`config.mk`:
```
export PLATFORM = sky130hd
export DESIGN_NAME = timer_capture_compare_pair
export DESIGN_NICKNAME = d
export VERILOG_FILES = /design/src/include/tcc_pkg.sv /design/src/core/timer_capture_compare_pair.sv /design/src/core/input_edge_sync.sv
export SDC_FILE = /design/constraint.sdc
export NUM_CORES = 1
export LEC_CHECK = 0
export ABC_AREA = 1
export ABC_CLOCK_PERIOD_IN_PS = 4500
export BUFFER_PORTS_ARGS = -buffer_cell sky130_fd_sc_hd__buf_4
export CORE_ASPECT_RATIO = 0.7
export CORE_MARGIN = 2
export CORE_UTILIZATION = 39
export DETAILED_ROUTE_END_ITERATION = 10
export PLACE_DENSITY = 0.58
export SLEW_MARGIN = 20
export SYNTH_ARGS = -nofsm -noshare
export SYNTH_HDL_FRONTEND = slang
export SYNTH_SLANG_ARGS = --single-unit
export TNS_END_PERCENT = 5
```
`constraint.sdc`:
```
create_clock -name clk -period 4.5 [get_ports clk]
set_input_delay 0.225 -clock clk [delete_from_list [all_inputs] [get_ports clk]]
set_output_delay 0.225 -clock clk [all_outputs]
set_load 0.05 [all_outputs]
```
`src/include/tcc_pkg.sv`:
```
`default_nettype none

package tcc_pkg;

    // Number of timer units served by one block
    localparam int NUM_UNITS = 2;
    // Avalon byte address width and data width
    localparam int ADDR_W = 18;
    localparam int DATA_W = 32;
    // Width of counter and capture/compare registers
    localparam int CC_W = 16;

    // Register indices; the byte address is four times the index
    localparam logic [15:0] IDX_COUNT [NUM_UNITS] = '{16'hFF10, 16'hFFB0};
    localparam logic [15:0] IDX_CCA [NUM_UNITS] = '{16'hFF12, 16'hFFB2};
    localparam logic [15:0] IDX_CCB [NUM_UNITS] = '{16'hFF14, 16'hFFB4};
    localparam logic [15:0] IDX_CTRL [NUM_UNITS] = '{16'hFF18, 16'hFFB8};

    // Values after reset
    localparam logic [CC_W-1:0] CC_RESET = 16'h0000;
    localparam logic [CC_W-1:0] COUNT_RESET = 16'h0000;
    localparam logic [CC_W-1:0] CTRL_RESET = 16'h0000;
    localparam logic [DATA_W-1:0] READ_RESET = 32'h00000000;

    // Control register field positions
    localparam int CTRL_OP_LSB = 0;
    localparam int CTRL_SRC_BIT = 2;
    localparam int CTRL_CAPA_BIT = 3;
    localparam int CTRL_CAPB_BIT = 4;
    localparam int CTRL_ESA_LSB = 5;
    localparam int CTRL_ESB_LSB = 7;
    // Writable control bits; the rest read as zero
    localparam logic [CC_W-1:0] CTRL_MASK = 16'h01FF;

    // Compare value zero and the count at which it fires
    localparam logic [CC_W-1:0] ZERO_CMP = 16'h0000;
    localparam logic [CC_W-1:0] ZERO_HIT = 16'h0001;
    // Counter step
    localparam logic [CC_W-1:0] COUNT_STEP = 16'h0001;

    // Register kinds inside one unit
    typedef enum logic [1:0] {
        KIND_COUNT = 2'h0,
        KIND_CCA = 2'h1,
        KIND_CCB = 2'h2,
        KIND_CTRL = 2'h3
    } reg_kind_t;

    // Operating mode of the counter
    typedef enum logic [1:0] {
        OP_STOP = 2'h0,
        OP_FREE = 2'h1,
        OP_CLR_EDGE = 2'h2,
        OP_CLR_MATCH = 2'h3
    } op_mode_t;

    // Valid edge selection of an input pin
    typedef enum logic [1:0] {
        EDGE_FALL = 2'h0,
        EDGE_RISE = 2'h1,
        EDGE_NONE = 2'h2,
        EDGE_BOTH = 2'h3
    } edge_sel_t;

    // Bus slave states, one-hot
    typedef enum logic [1:0] {
        BUS_IDLE = 2'h1,
        BUS_ACK = 2'h2
    } bus_state_t;

endpackage

`default_nettype wire

```
`src/core/timer_capture_compare_pair.sv`:
```
// Overview of operation
// - Register A in compare mode matches, raises irq A
// - Compare value A held until software rewrites
// - Register B in compare mode matches, raises irq B
// - No capture while a register is comparing
// - Capture mode: trigger copies count into A
// - A trigger: opposite edge of A, or B
// - Capture mode: trigger copies count into B
// - B trigger: valid edge of input A
// - B capture ignores the A source select
// - Opposite-phase capture on A raises no irq
// - Then input B edge only raises irq A
// - Zero compare fires on count zero to one
// - Zero timing also after every counter clear
// - Counter increments on each count clock unless stopped or cleared
// - Mode field: stop, free, edge clear, match clear
`default_nettype none

module timer_capture_compare_pair
(
    input wire logic clk,
    input wire logic resetn,
    input wire logic [tcc_pkg::ADDR_W-1:0] address,
    input wire logic read,
    input wire logic write,
    input wire logic [tcc_pkg::DATA_W-1:0] writedata,
    input wire logic [3:0] byteenable,
    output logic [tcc_pkg::DATA_W-1:0] readdata,
    output logic waitrequest,
    input wire logic [tcc_pkg::NUM_UNITS-1:0] timer_input_a,
    input wire logic [tcc_pkg::NUM_UNITS-1:0] timer_input_b,
    output logic [tcc_pkg::NUM_UNITS-1:0] match_irq_a,
    output logic [tcc_pkg::NUM_UNITS-1:0] match_irq_b
);

    localparam int NU = tcc_pkg::NUM_UNITS;
    localparam int CW = tcc_pkg::CC_W;

    // Byte address of a register index
    function automatic logic [tcc_pkg::ADDR_W-1:0] byte_addr(input logic [15:0] idx);
        byte_addr = {idx, 2'b00};
    endfunction

    // Address decode: {hit, unit, kind}
    function automatic logic [3:0] decode(input logic [tcc_pkg::ADDR_W-1:0] a);
        logic [3:0] r;
        r = 4'h0;
        for (int k = 0; k < NU; k++)
        begin
            if (a == byte_addr(tcc_pkg::IDX_COUNT[k]))
                r = {1'b1, 1'(k), tcc_pkg::KIND_COUNT};
            if (a == byte_addr(tcc_pkg::IDX_CCA[k]))
                r = {1'b1, 1'(k), tcc_pkg::KIND_CCA};
            if (a == byte_addr(tcc_pkg::IDX_CCB[k]))
                r = {1'b1, 1'(k), tcc_pkg::KIND_CCB};
            if (a == byte_addr(tcc_pkg::IDX_CTRL[k]))
                r = {1'b1, 1'(k), tcc_pkg::KIND_CTRL};
        end
        decode = r;
    endfunction

    // Byte-lane merge of a write into a 16-bit register
    function automatic logic [CW-1:0] merge(
        input logic [CW-1:0] old,
        input logic [tcc_pkg::DATA_W-1:0] wd,
        input logic [3:0] be
    );
        logic [CW-1:0] r;
        r = old;
        if (be[0])
            r[7:0] = wd[7:0];
        if (be[1])
            r[15:8] = wd[15:8];
        merge = r;
    endfunction

    // Valid edge test for a pin under an edge selection
    function automatic logic edge_hit(
        input logic [1:0] sel,
        input logic rise,
        input logic fall
    );
        logic r;
        r = 1'b0;
        unique case (tcc_pkg::edge_sel_t'(sel))
            tcc_pkg::EDGE_FALL: r = fall;
            tcc_pkg::EDGE_RISE: r = rise;
            tcc_pkg::EDGE_NONE: r = 1'b0;
            tcc_pkg::EDGE_BOTH: r = rise | fall;
        endcase
        edge_hit = r;
    endfunction

    // Per-unit register views for readback
    logic [CW-1:0] count_r [NU];
    logic [CW-1:0] cca_r [NU];
    logic [CW-1:0] ccb_r [NU];
    logic [CW-1:0] ctrl_r [NU];

    // Bus slave state
    tcc_pkg::bus_state_t state; // Idle or answering
    tcc_pkg::bus_state_t next_state;
    logic [tcc_pkg::DATA_W-1:0] next_readdata;
    logic [3:0] sel; // Decoded access target
    logic sel_hit; // Address is mapped
    logic sel_unit; // Unit addressed
    logic [1:0] sel_kind; // Register addressed
    logic wr_fire; // Write takes effect this edge

    assign sel = decode(address);
    assign sel_hit = sel[3];
    assign sel_unit = sel[2];
    assign sel_kind = sel[1:0];

    // One wait cycle, then the answer
    assign waitrequest = (read | write) & (state != tcc_pkg::BUS_ACK);
    assign wr_fire = write & (state == tcc_pkg::BUS_ACK);

    // Bus next state and read data
    always_comb
    begin
        next_state = state;
        next_readdata = readdata;
        unique case (state)
            tcc_pkg::BUS_IDLE:
            begin
                // Request seen: load read data, answer next cycle
                if (read | write)
                    next_state = tcc_pkg::BUS_ACK;
                if (read)
                begin
                    next_readdata = tcc_pkg::READ_RESET;
                    if (sel_hit)
                    begin
                        unique case (tcc_pkg::reg_kind_t'(sel_kind))
                            tcc_pkg::KIND_COUNT: next_readdata[CW-1:0] = count_r[sel_unit];
                            tcc_pkg::KIND_CCA: next_readdata[CW-1:0] = cca_r[sel_unit];
                            tcc_pkg::KIND_CCB: next_readdata[CW-1:0] = ccb_r[sel_unit];
                            tcc_pkg::KIND_CTRL: next_readdata[CW-1:0] = ctrl_r[sel_unit];
                        endcase
                    end
                end
            end
            tcc_pkg::BUS_ACK:
            begin
                // Answer given; master releases after this edge
                next_state = tcc_pkg::BUS_IDLE;
            end
            default:
            begin
                next_state = tcc_pkg::BUS_IDLE;
            end
        endcase
    end

    // Bus registers
    always_ff @(posedge clk or negedge resetn)
    begin
        if (!resetn)
        begin
            state <= tcc_pkg::BUS_IDLE;
            readdata <= tcc_pkg::READ_RESET;
        end
        else
        begin
            state <= next_state;
            readdata <= next_readdata;
        end
    end

    // One timer unit per iteration
    genvar u;
    generate
        for (u = 0; u < NU; u++)
        begin : g_unit
            logic [CW-1:0] count; // Timer count
            logic [CW-1:0] cca; // Capture/compare A
            logic [CW-1:0] ccb; // Capture/compare B
            logic [CW-1:0] ctrl; // Unit control bits
            logic stepped; // Count reached by an increment
            logic irq_a; // Match pulse A
            logic irq_b; // Match pulse B
            logic [CW-1:0] next_count;
            logic [CW-1:0] next_cca;
            logic [CW-1:0] next_ccb;
            logic [CW-1:0] next_ctrl;
            logic next_stepped;
            logic next_irq_a;
            logic next_irq_b;
            logic a_rise; // Synchronised input A edges
            logic a_fall;
            logic b_rise; // Synchronised input B edges
            logic b_fall;
            logic running; // Mode other than stop
            logic src_opp; // Capture A on opposite edge of A
            logic cap_a; // Register A in capture mode
            logic cap_b; // Register B in capture mode
            logic a_valid; // Valid edge on input A
            logic a_opp; // Opposite-phase edge on input A
            logic b_valid; // Valid edge on input B
            logic hit_a; // Compare A matches
            logic hit_b; // Compare B matches
            logic trig_a; // Capture into A
            logic trig_b; // Capture into B
            logic clear; // Counter clear in running mode
            logic wr_unit; // Write aimed at this unit
            tcc_pkg::op_mode_t op;

            // Edge detection of pins on the count clock
            input_edge_sync sync_a
            (
                .clk(clk),
                .resetn(resetn),
                .pin(timer_input_a[u]),
                .rise(a_rise),
                .fall(a_fall)
            );

            input_edge_sync sync_b
            (
                .clk(clk),
                .resetn(resetn),
                .pin(timer_input_b[u]),
                .rise(b_rise),
                .fall(b_fall)
            );

            // Control field views
            assign op = tcc_pkg::op_mode_t'(ctrl[tcc_pkg::CTRL_OP_LSB +: 2]);
            assign src_opp = ctrl[tcc_pkg::CTRL_SRC_BIT];
            assign cap_a = ctrl[tcc_pkg::CTRL_CAPA_BIT];
            assign cap_b = ctrl[tcc_pkg::CTRL_CAPB_BIT];
            assign running = (op != tcc_pkg::OP_STOP);
            assign wr_unit = wr_fire & sel_hit & (sel_unit == 1'(u));

            // Trigger edges under the edge selections
            assign a_valid = edge_hit(ctrl[tcc_pkg::CTRL_ESA_LSB +: 2], a_rise, a_fall);
            assign a_opp = edge_hit(ctrl[tcc_pkg::CTRL_ESA_LSB +: 2], a_fall, a_rise);
            assign b_valid = edge_hit(ctrl[tcc_pkg::CTRL_ESB_LSB +: 2], b_rise, b_fall);

            // Compare: zero value fires on the step to one
            assign hit_a = running & stepped & ~cap_a &
                ((cca == tcc_pkg::ZERO_CMP) ? (count == tcc_pkg::ZERO_HIT)
                                             : (count == cca));
            assign hit_b = running & stepped & ~cap_b &
                ((ccb == tcc_pkg::ZERO_CMP) ? (count == tcc_pkg::ZERO_HIT)
                                             : (count == ccb));

            // Capture triggers, only in capture mode
            assign trig_a = running & cap_a & (src_opp ? a_opp : b_valid);
            assign trig_b = running & cap_b & a_valid;

            // Clear on input A edge or on match with A
            assign clear = ((op == tcc_pkg::OP_CLR_EDGE) & a_valid) |
                           ((op == tcc_pkg::OP_CLR_MATCH) & hit_a);

            // Counter next value
            always_comb
            begin
                next_count = count;
                next_stepped = 1'b0;
                if (!running)
                begin
                    // Stopped: held at zero
                    next_count = tcc_pkg::COUNT_RESET;
                end
                else if (clear)
                begin
                    // Cleared: next value is not a step
                    next_count = tcc_pkg::COUNT_RESET;
                end
                else
                begin
                    // Counting; overflow wraps to zero
                    next_count = count + tcc_pkg::COUNT_STEP;
                    next_stepped = 1'b1;
                end
            end

            // Capture/compare and control next values
            always_comb
            begin
                next_cca = cca;
                next_ccb = ccb;
                next_ctrl = ctrl;
                // Software writes; compare value held otherwise
                if (wr_unit && (sel_kind == tcc_pkg::KIND_CCA))
                    next_cca = merge(cca, writedata, byteenable);
                if (wr_unit && (sel_kind == tcc_pkg::KIND_CCB))
                    next_ccb = merge(ccb, writedata, byteenable);
                if (wr_unit && (sel_kind == tcc_pkg::KIND_CTRL))
                    next_ctrl = merge(ctrl, writedata, byteenable) & tcc_pkg::CTRL_MASK;
                // Capture of the detection-cycle count wins over a write
                if (trig_a)
                    next_cca = count;
                if (trig_b)
                    next_ccb = count;
            end

            // Interrupt pulses
            always_comb
            begin
                next_irq_a = hit_a;
                next_irq_b = hit_b | trig_b;
                if (running && cap_a)
                begin
                    if (src_opp)
                        next_irq_a = b_valid;
                    else
                        next_irq_a = trig_a;
                end
            end

            // Unit registers
            always_ff @(posedge clk or negedge resetn)
            begin
                if (!resetn)
                begin
                    count <= tcc_pkg::COUNT_RESET;
                    cca <= tcc_pkg::CC_RESET;
                    ccb <= tcc_pkg::CC_RESET;
                    ctrl <= tcc_pkg::CTRL_RESET;
                    stepped <= 1'b0;
                    irq_a <= 1'b0;
                    irq_b <= 1'b0;
                end
                else
                begin
                    count <= next_count;
                    cca <= next_cca;
                    ccb <= next_ccb;
                    ctrl <= next_ctrl;
                    stepped <= next_stepped;
                    irq_a <= next_irq_a;
                    irq_b <= next_irq_b;
                end
            end

            // Readback views and outputs
            assign count_r[u] = count;
            assign cca_r[u] = cca;
            assign ccb_r[u] = ccb;
            assign ctrl_r[u] = ctrl;
            assign match_irq_a[u] = irq_a;
            assign match_irq_b[u] = irq_b;
        end
    endgenerate

endmodule

`default_nettype wire

```
`src/core/input_edge_sync.sv`:
```
`default_nettype none

module input_edge_sync
(
    input wire logic clk,
    input wire logic resetn,
    input wire logic pin,
    output logic rise,
    output logic fall
);

    logic sync1; // First stage, read only by sync2
    logic sync2; // Second stage, safe level
    logic prev; // Delayed safe level for edges
    logic next_sync1;
    logic next_sync2;
    logic next_prev;

    // Next values of the synchroniser chain
    always_comb
    begin
        next_sync1 = pin;
        next_sync2 = sync1;
        next_prev = sync2;
    end

    // Chain registers
    always_ff @(posedge clk or negedge resetn)
    begin
        if (!resetn)
        begin
            sync1 <= 1'b0;
            sync2 <= 1'b0;
            prev <= 1'b0;
        end
        else
        begin
            sync1 <= next_sync1;
            sync2 <= next_sync2;
            prev <= next_prev;
        end
    end

    // One-cycle edge pulses from the safe stages
    assign rise = sync2 & ~prev;
    assign fall = ~sync2 & prev;

endmodule

`default_nettype wire

```
Yosys cells after proc, flatten, opt, wreduce, memory -nomap -nowiden. Cells that the tools add are included.

Flip-flop bits (word level): 150. Bits in latches: 0. Memory bits (writable): 0. Memory bits (read-only): 0. Input port bits: 62. Word-level logic and storage cells: 234. Memories: 0.

$add $sub $neg: 2. Multipliers: 0. Div/mod/pow operators: 0. $lt $le $gt $ge: 1. Eq/ne operators: 37. Shifts and indexed selects: 0. Mux-type cells: 58. Bitwise gates (word level): 58. Reduce and logical (&&, ||, !) cells: 44.

Operators with widths (number): 16-bit two-way mux (24); 18-bit equality test (second input constant) (8); 16-bit equality test (4); 16-bit zero test (4); 16-bit case mux with 4 select lines (1); 1-bit bitwise AND (35); 16-bit by 1-bit adder with 16-bit output (second input constant) (2); 16-bit by 1-bit equality test with 1-bit output (second input constant) (2); 4-bit two-way mux (8); 2-bit equality test (second input constant) (15); 2-bit nonzero test (14); 2-bit AND reduction (13); 1-bit case mux with 4 select lines (6); 8-bit two-way mux (2); 1-bit two-way mux (14); 1-bit NOT (13); 2-bit by 1-bit equality test with 1-bit output (second input constant) (6); 2-bit zero test (5); 9-bit two-way mux (1); 1-bit bitwise OR (9); 1-bit logical AND (8); 2-bit two-way mux (2); 2-bit inequality test (second input constant) (2); 2-bit greater-or-equal comparator (second input constant) (1); 1-bit NOT with 2-bit output (1).

Depth between registers and ports, before layout. Gate-level depths: netlist (run 1).

Depth in word-level cells: 15. Depth in mapped cells: 16.

By module. From an unflattened synthesis (run 1), not the netlist that was laid out.

Cell total of the unflattened synthesis: 1452. Area, all modules: 9989.6 sq um.

Modules (own cells, without submodules): timer_capture_compare_pair (instances 1, cells each 1424, area each 9629.2 sq um); input_edge_sync (instances 4, cells each 7, area each 90.1 sq um).

Least setup slack after synthesis (run 1). No wires, ideal clock.

Path type: register -> register. Start: register g_unit[0].count[0]. End: register g_unit[0].count[14]. Setup time: 122 ps. Arrival time: 1737 ps. Slack: 2641 ps. Stages on the path, launching flop included: 12. Path buffers: 0. Period minus slack after synthesis: 1859 ps. Cells stage by stage: dfrtp_1 > ha_1 > nand3_1 > nor2_1 > nand2_1 > nor3_1 > nand2_1 > nor2_1 > inv_1 > nor3_1 > xor2_1 > nor2_1.

Longest elaborated chain between the ends: 7. Elaborated cells on any way between the ends: 9. Those cells by class: add/sub: 1; eq/ne: 2; mux: 3; bitwise: 3.

Ends and longest elaborated chain: start: declaration (line timer_capture_compare_pair.sv:176) `logic [CW-1:0] count;`; start signal: assignment (line timer_capture_compare_pair.sv:319) `count <= tcc_pkg::COUNT_RESET;`; start signal: assignment (line timer_capture_compare_pair.sv:329) `count <= next_count;`; 16-bit equality test / 16-bit by 1-bit equality test with 1-bit output (equally long branches) (line timer_capture_compare_pair.sv:244, timer_capture_compare_pair.sv:243); 1-bit two-way mux (line timer_capture_compare_pair.sv:243) `((cca == tcc_pkg::ZERO_CMP) ? (count == tcc_pkg::ZERO_HIT)`; 1-bit bitwise AND (line timer_capture_compare_pair.sv:242) `assign hit_a = running & stepped & ~cap_a &`; 1-bit bitwise AND (line timer_capture_compare_pair.sv:255) `((op == tcc_pkg::OP_CLR_MATCH) & hit_a);`; 1-bit bitwise OR (line timer_capture_compare_pair.sv:254) `assign clear = ((op == tcc_pkg::OP_CLR_EDGE) & a_valid) |`; 16-bit two-way mux (*) (line timer_capture_compare_pair.sv:267) `else if (clear)`; 16-bit two-way mux (*) (line timer_capture_compare_pair.sv:262) `if (!running)`; net g_unit[0].next_count[14] (line timer_capture_compare_pair.sv:183) `logic [CW-1:0] next_count;`.

Mark *: on every way through the listed nets, which the timed path passes. The rest lies on a longest branch. A chain may end at the register's enable or synchronous reset.

Worst setup path after layout (run 1).
Start: input port address[8] (netlist name). End: register g_unit[1].cca[12].

Longest elaborated chain between the ends: 14. Elaborated cells on any way between the ends: 22. Those cells by class: eq/ne: 9; mux: 8; bitwise: 2; reduce/logical: 3.

Ends and longest elaborated chain: start: declaration (line timer_capture_compare_pair.sv:23) `input wire logic [tcc_pkg::ADDR_W-1:0] address,`; 18-bit equality test (line timer_capture_compare_pair.sv:50) `if (a == byte_addr(tcc_pkg::IDX_COUNT[k]))`; 4-bit two-way mux (line timer_capture_compare_pair.sv:50); 4-bit two-way mux (line timer_capture_compare_pair.sv:52) `if (a == byte_addr(tcc_pkg::IDX_CCA[k]))`; 4-bit two-way mux (line timer_capture_compare_pair.sv:54) `if (a == byte_addr(tcc_pkg::IDX_CCB[k]))`; 4-bit two-way mux (line timer_capture_compare_pair.sv:56) `if (a == byte_addr(tcc_pkg::IDX_CTRL[k]))`; 4-bit two-way mux (line timer_capture_compare_pair.sv:50); 4-bit two-way mux (line timer_capture_compare_pair.sv:52); 4-bit two-way mux (line timer_capture_compare_pair.sv:54); 4-bit two-way mux (*) (line timer_capture_compare_pair.sv:56); 1-bit bitwise AND (2 in series) (line timer_capture_compare_pair.sv:234) `assign wr_unit = wr_fire & sel_hit & (sel_unit == 1'(u));`; 1-bit logical AND (*) (line timer_capture_compare_pair.sv:287) `if (wr_unit && (sel_kind == tcc_pkg::KIND_CCA))`; 2-bit nonzero test (no line) (*); 2-bit AND reduction (no line) (*); end signal: assignment (line timer_capture_compare_pair.sv:320) `cca <= tcc_pkg::CC_RESET;`; end signal: assignment (line timer_capture_compare_pair.sv:330) `cca <= next_cca;`; end: declaration (line timer_capture_compare_pair.sv:177) `logic [CW-1:0] cca;`.

Every way passes the cells marked *; elsewhere a longest branch is shown, timed or not.

==> results.sh, run 1 <==
export IMPL_synth_seq_cells=150
export IMPL_clkTransAtPathRegs_ps=60
export IMPL_rsz0062_at_grt="false"
export IMPL_final_net_count=1533
export IMPL_cts_tree="yes"
export IMPL_post_drt_wl_per_cell_um=17.1
export IMPL_drive_gt1_frac=0.116
export IMPL_max_freq_mhz=367
export IMPL_drt_first_pass_iters=8
export IMPL_synthCells=1437
export IMPL_post_cts_setup_buffers=0
export IMPL_antenna_found_initial=1
export IMPL_synth_avg_cell_area_um2=7.05
export IMPL_status="finished, final reports clean"
export IMPL_final_setup_tns_ps=0
export IMPL_fin_skew_ps=12.7
export IMPL_die_h_um=139
export IMPL_hold_path_class="input pin to flop"
export IMPL_yosysSeqAreaShare=0.370
export IMPL_gp_congestion=0.926
export IMPL_drtIter0Drc=854
export IMPL_cpPeakStageDelay_ps=570
export IMPL_top_usage_layer="met1"
export IMPL_critPathCaptureType="flop"
export IMPL_htreeDepth=4
export IMPL_critPathSlowestCell="nand3_2"
export IMPL_powerDensity_nw_per_um2=276
export IMPL_required_ps=4830
export IMPL_final_common_cell="nand2_1"
export IMPL_fin_hold_ws_ps=99.3
export IMPL_hpwlAfterDp_mm=23.5
export IMPL_synth_area_um2=10100
export IMPL_insertion_delay_ps=450
export IMPL_synth_ff_type="dfrtp_1"
export IMPL_path_cells="buf_4 -> inv_1 -> nand4_1 -> nor2_4 -> nand3_2 -> nand3_2 -> buf_4 -> nand2_2 -> clkinv_4 -> nand3_2 -> nand2_2 -> inv_1 -> nand2_1 -> nand2_1"
export IMPL_wl_mm=30.7
export IMPL_ys_types=46
export IMPL_grt_ovfl_total=0
export IMPL_fin_crit_sh=0.605
export IMPL_route_detailed_drc=0
export IMPL_dieArea_um2=27300
export IMPL_async_flop_share=1.00
export IMPL_ant_nets=0
export IMPL_rows=49
export IMPL_area_growth_synth_to_final_pct=11.6
export IMPL_arrival_ps=3050
export IMPL_io_pin_count=99
export IMPL_grt_pass1_wl_mm=48.0
export IMPL_leakagePower_nw=5.34
export IMPL_n_antenna_cell=0
export IMPL_crit_family="simple AND/OR/NAND/NOR gates"
export IMPL_fin_crit_ps=2720
export IMPL_drv_slew=0
export IMPL_num_fill_cells=2661
export IMPL_cpMostUsedCell="nand3_2"
export IMPL_peakVddDrop_mv=0.266
export IMPL_globalRouteMet3Util=0.0362
export IMPL_met2_usage=0.345
export IMPL_track_usage=0.231
export IMPL_cp_max_fo=73
export IMPL_multi_input_area_um2=5420
export IMPL_start_util=0.395
export IMPL_ctsHoldBuffers=5
export IMPL_port_buffers=64
export IMPL_viasPerCell=5.20
export IMPL_use_met1=0.351
export IMPL_die_w_um=197
export IMPL_crit_type="input pin to flop"
export IMPL_cts_resized=0
export IMPL_yosysWarnings=0
export IMPL_start_kind="input pin"
export IMPL_critPathBufInv=5
export IMPL_cts_sinks=150
export IMPL_placed_cells=1766
export IMPL_cap_violations=0
export IMPL_via_count=9367
export IMPL_instances_no_fill=1803
export IMPL_synth_edff_count=0
export IMPL_cts_inserted_buffers=17
export IMPL_hold_violations=0
export IMPL_grt_max_degree=87
export IMPL_tightest_slew_ps=906
export IMPL_layout_common_cells="nand2_1 (445), dfrtp_1 (149), inv_1 (128), nand3_1 (125), nor2_1 (117)"
export IMPL_clock_path_buffers=2
export IMPL_cts_root_buf="clkbuf_16"
export IMPL_grt_pass1_vias=8493
export IMPL_coreArea_um2=25600
export IMPL_setup_violations_final=0
export IMPL_slew_headroom=0.395
export IMPL_seqCellArea_um2=3750
## cell type report
type | count | area share
Inverter | 135 | 0.0455
Sequential cell | 150 | 0.332
Multi-Input combinational cell | 1079 | 0.479
Clock buffer | 18 | 0.0379
Tap cell | 331 | 0.0366
Timing Repair Buffer | 76 | 0.0530
Clock inverter | 14 | 0.0156
## cell families after synthesis
| logic type | after synthesis | share of synthesized area |
|---|---|---|
| other | 1 | 0.000370 |
| AOI/OAI and AO/OA | 147 | 0.0844 |
| xor gates and xnor gates | 68 | 0.0588 |
| adders and majority gates | 12 | 0.0148 |
| buffers and inverters | 223 | 0.100 |
| DFF | 150 | 0.370 |
| and+or+nand+nor | 836 | 0.371 |
## path summary, 6_finish.rpt
check,from,endpoint,slack [ps],cells past startpoint
min in group asynchronous,resetn,readdata[13]$_DFFE_PN0P_,350,2
max in group asynchronous,resetn,g_unit[1].irq_a$_DFF_PN0_,3270,3
min,write,state[1]$_DFFE_PN0P_,100,3
max reg2reg,g_unit[1].sync_a.next_prev$_DFF_PN0_,g_unit[1].cca[12]$_DFFE_PN0P_,1880,9
min reg2reg,g_unit[1].sync_b.next_sync2$_DFF_PN0_,g_unit[1].sync_b.next_prev$_DFF_PN0_,350,0
max,address[8],g_unit[1].cca[12]$_DFFE_PN0P_,1780,14
## layer usage
layer,share of wire,vias to the layer above
li1,-,4675
met1,0.50,4397
met2,0.43,275
met3,0.065,20
met4,0.0076,0
met5,0,-
## cell usage after synthesis, types with 24 or more instances
cell | count | share of area
clkbuf_1 | 30 | 0.011
dfrtp_1 | 149 | 0.37
nand4_1 | 59 | 0.036
o21ai_0 | 99 | 0.049
xor2_1 | 30 | 0.026
xnor2_1 | 38 | 0.033
nand2_1 | 445 | 0.16
nor3_1 | 24 | 0.012
nand3_1 | 125 | 0.062
inv_1 | 128 | 0.047
nor2_1 | 117 | 0.043
## sequential cells by signal, indices dropped and copies added, names as in the netlist
signal,cells
g_unit.sync_b.next_prev,2
g_unit.sync_a.prev,2
g_unit.sync_b.prev,2
g_unit.stepped,2
g_unit.sync_a.next_sync2,2
g_unit.sync_a.next_prev,2
g_unit.ccb,32
g_unit.sync_b.next_sync2,2
g_unit.ctrl,18
g_unit.irq_b,2
g_unit.cca,32
state,2
g_unit.irq_a,2
readdata,16
g_unit.count,32
## worst reg2reg max path, delay by kind of cell (launching register included)
kind / cells / cell delay (ps)
buffers and inverters: 1 / 180
DFF: 1 / 400
AOI/OAI and AO/OA: 2 / 410
adders and majority gates: 1 / 270
and+or+nand+nor: 5 / 1260
## through the flow
stage / power (mW) / cell area [um^2] / setup WS [ps] / utilization
6_report: 3.12 / 11300 / 1780 / 0.441
2_1_floorplan: 1.52 / 10200 / 2640 / -
5_1_grt: 3.22 / 11300 / 1420 / 0.441
3_3_place_gp: 1.62 / 10700 / 1430 / 0.416
4_1_cts: 3.15 / 11300 / 1820 / 0.441
3_5_place_dp: 1.62 / 10700 / 1370 / 0.416
## power by group
group / switching (mW) / internal, mW / leakage, nW / total (mW)
combinational: 0.164 / 0.0634 / 3.33 / 0.227
sequential: 0.00737 / 1.36 / 1.72 / 1.37
clock: 0.640 / 0.879 / 0.297 / 1.52
Note: power is estimated with default switching activity, not from simulation.
==> inputs of run 2 (changes only) <==
--- a/config.mk
+++ b/config.mk
@@ -6,13 +6,13 @@
 export NUM_CORES = 1
 export LEC_CHECK = 0
 export ABC_AREA = 1
-export ABC_CLOCK_PERIOD_IN_PS = 4500
+export ABC_CLOCK_PERIOD_IN_PS = 2400
 export BUFFER_PORTS_ARGS = -buffer_cell sky130_fd_sc_hd__buf_4
 export CORE_ASPECT_RATIO = 0.7
 export CORE_MARGIN = 2
 export CORE_UTILIZATION = 39
 export DETAILED_ROUTE_END_ITERATION = 10
-export PLACE_DENSITY = 0.58
+export PLACE_DENSITY = 0.61
 export SLEW_MARGIN = 20
 export SYNTH_ARGS = -nofsm -noshare
 export SYNTH_HDL_FRONTEND = slang
==> constraint.sdc (replaced) <==
create_clock -name clk -period 2.4 [get_ports clk]
set_input_delay 0.12 -clock clk [delete_from_list [all_inputs] [get_ports clk]]
set_output_delay 0.12 -clock clk [all_outputs]
set_load 0.05 [all_outputs]
==> results.sh, run 2 (synthesis gave the netlist of run 1 again) <==
export IMPL_critPathSlowestCell="dfrtp_1"
export IMPL_dpl_cell_area_um2=11100
export IMPL_clock_path_buffers=2
export IMPL_rsz0062_at_grt="false"
export IMPL_start_util=0.395
export IMPL_reg_top3="g_unit.cca x32, g_unit.ccb x32, g_unit.count x32"
export IMPL_slew_headroom=0.564
export IMPL_fin_skew_ps=12.2
export IMPL_viasPerCell=5.29
export IMPL_num_fill_cells=2600
export IMPL_crit_type="flop to flop"
export IMPL_hpwlAfterDp_mm=24.4
export IMPL_grt_pass1_vias=9004
export IMPL_final_setup_tns_ps=0
export IMPL_wl_mm=32.4
export IMPL_clkTransAtPathRegs_ps=70
export IMPL_grt_pass1_wl_mm=51.0
export IMPL_layout_common_cells="nand2_1 (445), dfrtp_1 (149), inv_1 (128), nand3_1 (124), buf_4 (119)"
export IMPL_cts_root_buf="clkbuf_16"
export IMPL_cts_sinks=150
export IMPL_fin_crit_ps=2120
export IMPL_area_growth_synth_to_final_pct=16.4
export IMPL_path_cells="inv_1 -> nor3_4 -> nand4_1 -> nor2_1 -> nand3_1 -> nor3_1 -> nand3_1 -> nor2_1 -> nor2_1"
export IMPL_fin_util=0.461
export IMPL_critPathCaptureType="flop"
export IMPL_cts_inserted_buffers=17
export IMPL_placed_cells=1821
export IMPL_antenna_found_initial=0
export IMPL_port_buffers=64
export IMPL_die_w_um=197
export IMPL_drt_first_pass_iters=5
export IMPL_coreArea_um2=25600
export IMPL_route_detailed_drc=0
export IMPL_htreeDepth=4
export IMPL_cap_violations=0
export IMPL_cpMostUsedCell="nor2_1"
export IMPL_rows=49
export IMPL_insertion_delay_ps=450
export IMPL_required_ps=2730
export IMPL_peakVddDrop_mv=0.514
export IMPL_powerDensity_nw_per_um2=493
export IMPL_grt_max_degree=63
export IMPL_arrival_ps=2450
export IMPL_track_usage=0.244
export IMPL_via_count=9844
export IMPL_startpoint="g_unit[0].count[2]$_DFF_PN0_"
export IMPL_fin_crit_sh=0.882
export IMPL_die_h_um=139
export IMPL_final_common_cell="nand2_1"
export IMPL_gp_congestion=0.943
export IMPL_dieArea_um2=27300
export IMPL_cts_tree="yes"
export IMPL_drive_gt1_frac=0.149
export IMPL_post_drt_wl_per_cell_um=17.4
export IMPL_status="finished, final reports clean"
export IMPL_setup_violations_final=0
export IMPL_start_kind="flop"
export IMPL_instances_no_fill=1860
export IMPL_hold_violations=0
export IMPL_drv_slew=0
export IMPL_leakagePower_nw=5.63
export IMPL_worstReg2RegStart="g_unit[0].count[2]$_DFF_PN0_"
export IMPL_cp_max_fo=6
export IMPL_ant_nets=0
export IMPL_power_mw=5.82
export IMPL_design_area_um2=11800
export IMPL_hold_start="writedata[1]"
export IMPL_hold_path_class="input pin to flop"
export IMPL_tightest_slew_ps=654
export IMPL_grt_ovfl_total=0
export IMPL_drtIter0Drc=1053
export IMPL_n_antenna_cell=0
export IMPL_final_net_count=1590
export IMPL_cpPeakStageDelay_ps=490
export IMPL_max_freq_mhz=472
export IMPL_io_pin_count=99
==> run 2: changes by cell type in the layout (fill, tap and decap cells not counted), sizes merged <==
cell	before	now
buf	71	126
bufinv	3	2
clkbuf	18	17
clkinv	8	4
clkinvlp	1	3
dlygate4sd3	5	7
inv	137	141
==> run 2: per-stage QoR <==
step / setup slack, ps / hold WS (ps)
after floorplan: 541 / -176
after global placement: 313 / 157
after detailed placement: 261 / 166
after CTS: 262 / 16.7
after global routing: 50.5 / 14.8
final: 283 / 25.3
==> run 2: where the power goes <==
| group | internal, mW | switching [mW] |
|---|---|---|
| logic | 0.125 | 0.314 |
| registers | 2.56 | 0.0145 |
| clock network | 1.56 | 1.25 |
==> run 2: metal layers <==
metal | routed length [um] | up-vias | global-route usage
li1 | - | 4779 | -
met1 | 15600 | 4659 | 0.367
met2 | 13600 | 363 | 0.350
met3 | 2670 | 43 | 0.0535
met4 | 624 | 0 | 0.0693
met5 | 0 | - | 0
==> run 2: layout make-up <==
cell class              instances  area (um^2)  area share
clock inverters                15          168      0.0142
multi-input cells            1079         5430       0.460
clock buffers                  17          425      0.0360
inverters                     135          514      0.0436
repair buffers                133         1090      0.0928
well taps                     331          414      0.0351
flip-flops and latches        150         3750       0.318
==> run 2: critical path: cells and delay by family (launching register included) <==
kind,cells,cell delay [ps]
AND/OR/NAND/NOR,8,1320
flip-flops,1,490
buffers and inverters,1,180
==> run 2: path summary, 6_finish.rpt <==
path                                                             end  slack, ps  depth (start not counted)
worst max-delay path                   g_unit[0].count[15]$_DFF_PN0_        280                          9
worst min-delay path                   g_unit[1].ctrl[1]$_DFFE_PN0P_         30                          3
worst max register to register         g_unit[0].count[15]$_DFF_PN0_        280                          9
worst min register to register  g_unit[0].sync_b.next_prev$_DFF_PN0_        350                          0
max in group asynchronous              g_unit[1].ccb[14]$_DFFE_PN0P_       1430                          3
min in group asynchronous                       state[1]$_DFFE_PN0P_        230                          2
==> run 2: what timing repair did <==
item | CTS | global route
gates resized for setup | 0 | 1
setup buffers | 0 | 0
endpoints found under the hold margin | 64 | 0
hold buffers | 7 | 0
setup endpoints to repair | 0 | 1
==> inputs of run 3 (changes only) <==
--- a/config.mk
+++ b/config.mk
@@ -6,13 +6,13 @@
 export NUM_CORES = 1
 export LEC_CHECK = 0
 export ABC_AREA = 1
-export ABC_CLOCK_PERIOD_IN_PS = 2400
+export ABC_CLOCK_PERIOD_IN_PS = 2000
 export BUFFER_PORTS_ARGS = -buffer_cell sky130_fd_sc_hd__buf_4
 export CORE_ASPECT_RATIO = 0.7
-export CORE_MARGIN = 2
+export CORE_MARGIN = 5
 export CORE_UTILIZATION = 39
 export DETAILED_ROUTE_END_ITERATION = 10
-export PLACE_DENSITY = 0.61
+export PLACE_DENSITY = 0.58
 export SLEW_MARGIN = 20
 export SYNTH_ARGS = -nofsm -noshare
 export SYNTH_HDL_FRONTEND = slang
==> constraint.sdc (replaced) <==
create_clock -name clk -period 2 [get_ports clk]
set_input_delay 0.1 -clock clk [delete_from_list [all_inputs] [get_ports clk]]
set_output_delay 0.1 -clock clk [all_outputs]
set_load 0.05 [all_outputs]
==> results.sh, run 3 (synthesis gave the netlist of run 1 again) <==
export IMPL_track_usage=0.232
export IMPL_num_fill_cells=2620
export IMPL_n_antenna_cell=0
export IMPL_r2r_cells=8
export IMPL_drtIter0Drc=911
export IMPL_hpwlAfterDp_mm=26.1
export IMPL_dieArea_um2=29400
export IMPL_antenna_found_initial=0
export IMPL_clkTransAtPathRegs_ps=60
export IMPL_viasPerCell=5.19
export IMPL_port_buffers=64
export IMPL_regToRegSetupSlack_ps=40
export IMPL_cts_tree="yes"
export IMPL_critPathCaptureType="flop"
export IMPL_reg2reg_to="g_unit[0].count[5]$_DFF_PN0_"
export IMPL_grt_pass1_wl_mm=52.6
export IMPL_drt_first_pass_iters=5
export IMPL_start_kind="flop"
export IMPL_gp_congestion=0.955
export IMPL_setup_violations_final=0
export IMPL_route_detailed_drc=0
export IMPL_holdPathStages=3
export IMPL_reg_top3="g_unit.cca x32, g_unit.ccb x32, g_unit.count x32"
export IMPL_wl_mm=33.8
export IMPL_worstReg2RegStart="g_unit[0].cca[12]$_DFFE_PN0P_"
export IMPL_peakVddDrop_mv=0.599
export IMPL_via_count=9976
export IMPL_dpl_cell_area_um2=11700
export IMPL_grt_max_degree=70
export IMPL_area_growth_synth_to_final_pct=23.6
export IMPL_clock_path_buffers=2
export IMPL_hold_start="writedata[5]"
export IMPL_post_drt_wl_per_cell_um=17.6
export IMPL_max_freq_mhz=511
export IMPL_required_ps=2360
export IMPL_cts_sinks=150
export IMPL_tightest_slew_ps=1070
export IMPL_ant_nets=0
export IMPL_final_setup_tns_ps=0
export IMPL_status="finished, final reports clean"
export IMPL_fin_crit_ps=1960
export IMPL_cts_inserted_buffers=17
export IMPL_final_common_cell="nand2_1"
export IMPL_io_pin_count=99
export IMPL_cts_root_buf="clkbuf_16"
export IMPL_use_met1=0.357
export IMPL_htreeDepth=4
export IMPL_leakagePower_nw=6.01
export IMPL_design_area_um2=12500
export IMPL_drive_gt1_frac=0.197
export IMPL_rows=49
export IMPL_final_net_count=1657
export IMPL_die_w_um=203
export IMPL_fin_crit_sh=0.978
export IMPL_hold_violations=0
export IMPL_globalRouteMet3Util=0.0468
export IMPL_powerDensity_nw_per_um2=545
export IMPL_grt_ovfl_total=0
export IMPL_drv_slew=0
export IMPL_met2_usage=0.332
export IMPL_hold_path_class="input pin to flop"
export IMPL_slew_headroom=0.288
export IMPL_rsz0062_at_grt="true"
export IMPL_top_usage_layer="met1"
export IMPL_grt_pass1_vias=9256
export IMPL_fin_skew_ps=11.6
export IMPL_cp_max_fo=16
export IMPL_die_h_um=145
export IMPL_holdPathEnd="g_unit[0].ctrl[5]$_DFFE_PN0P_"
export IMPL_crit_type="flop to flop"
export IMPL_layout_common_cells="nand2_1 (445), buf_4 (174), dfrtp_1 (149), inv_1 (127), nand3_1 (121)"
export IMPL_arrival_ps=2320
export IMPL_insertion_delay_ps=450
export IMPL_coreArea_um2=25600
export IMPL_start_util=0.395
export IMPL_cap_violations=0
==> run 3: cell count changes in the layout (fill, tap and decap cells not counted), moves of 6 or more <==
| cell | change |
|---|---|
| buf_12 | +7 |
| nor3_1 | -6 |
| nor2_1 | -10 |
| nor2_2 | +9 |
| buf_4 | +55 |
==> run 3: worst max-delay path: stages (launching register included) <==
cell and delay [ps]:
dfrtp_1 410, nor4_2 430, nand3_1 190, nor2_1 230, nor2_1 80, nand3b_1 110, nand2_1 100, buf_12 170
nor3_1 140
==> run 3: per-layer routing <==
metal  wire [um]  vias up
met4         627        0
met5           0        -
met2       13900      356
met3        2440       43
met1       16800     4664
li1            -     4913
==> run 3: worst max path at each step <==
stage | startpoint | end | slack [ps]
after floorplan | g_unit[0].count[0]$_DFF_PN0_ | g_unit[0].count[14]$_DFF_PN0_ | 140
after global placement | g_unit[1].count[0]$_DFF_PN0_ | g_unit[1].count[14]$_DFF_PN0_ | -110
after detailed placement | g_unit[1].count[0]$_DFF_PN0_ | g_unit[1].count[14]$_DFF_PN0_ | -90
after CTS | g_unit[1].count[0]$_DFF_PN0_ | g_unit[1].count[15]$_DFF_PN0_ | 0.9
after global routing | g_unit[0].count[1]$_DFF_PN0_ | g_unit[0].count[14]$_DFF_PN0_ | -80
final | g_unit[0].cca[12]$_DFFE_PN0P_ | g_unit[0].count[5]$_DFF_PN0_ | 40
==> run 3: layout make-up <==
cell class | instances | area (um^2) | share of cell area
multi-input combinational | 1079 | 5580 | 0.446
timing repair buffer | 200 | 1700 | 0.136
sequential | 150 | 3750 | 0.300
tap | 331 | 414 | 0.0331
clock inverter | 8 | 103 | 0.00819
inverter | 135 | 514 | 0.0411
clock buffer | 20 | 457 | 0.0365
==> run 3: power by group <==
part,internal (mW),switching [mW]
clock,1.87,1.33
sequential,3.07,0.0163
combinational,0.162,0.375
total,5.11,1.72
==> run 3: what timing repair did <==
item / CTS / global route
setup buffers: 0 / 2
pin swaps: 0 / 9
hold buffers: 11 / 0
resized for setup: 5 / 40
endpoints found under the setup margin: 20 / 59
hold endpoints to repair: 102 / 0
==> run 3: metrics by stage <==
step	setup slack (ps)	total power, mW	hold WS [ps]	instances	util
final	44.9	6.83	17.6	1923	0.489
after global routing	-77.0	7.09	12.3	1923	0.489
after CTS	0.888	6.90	8.12	1921	0.482
after detailed placement	-86.9	3.66	51.9	1882	0.455
after global placement	-106	3.66	50.0	1882	0.455
after floorplan	141	3.41	-196	1452	-
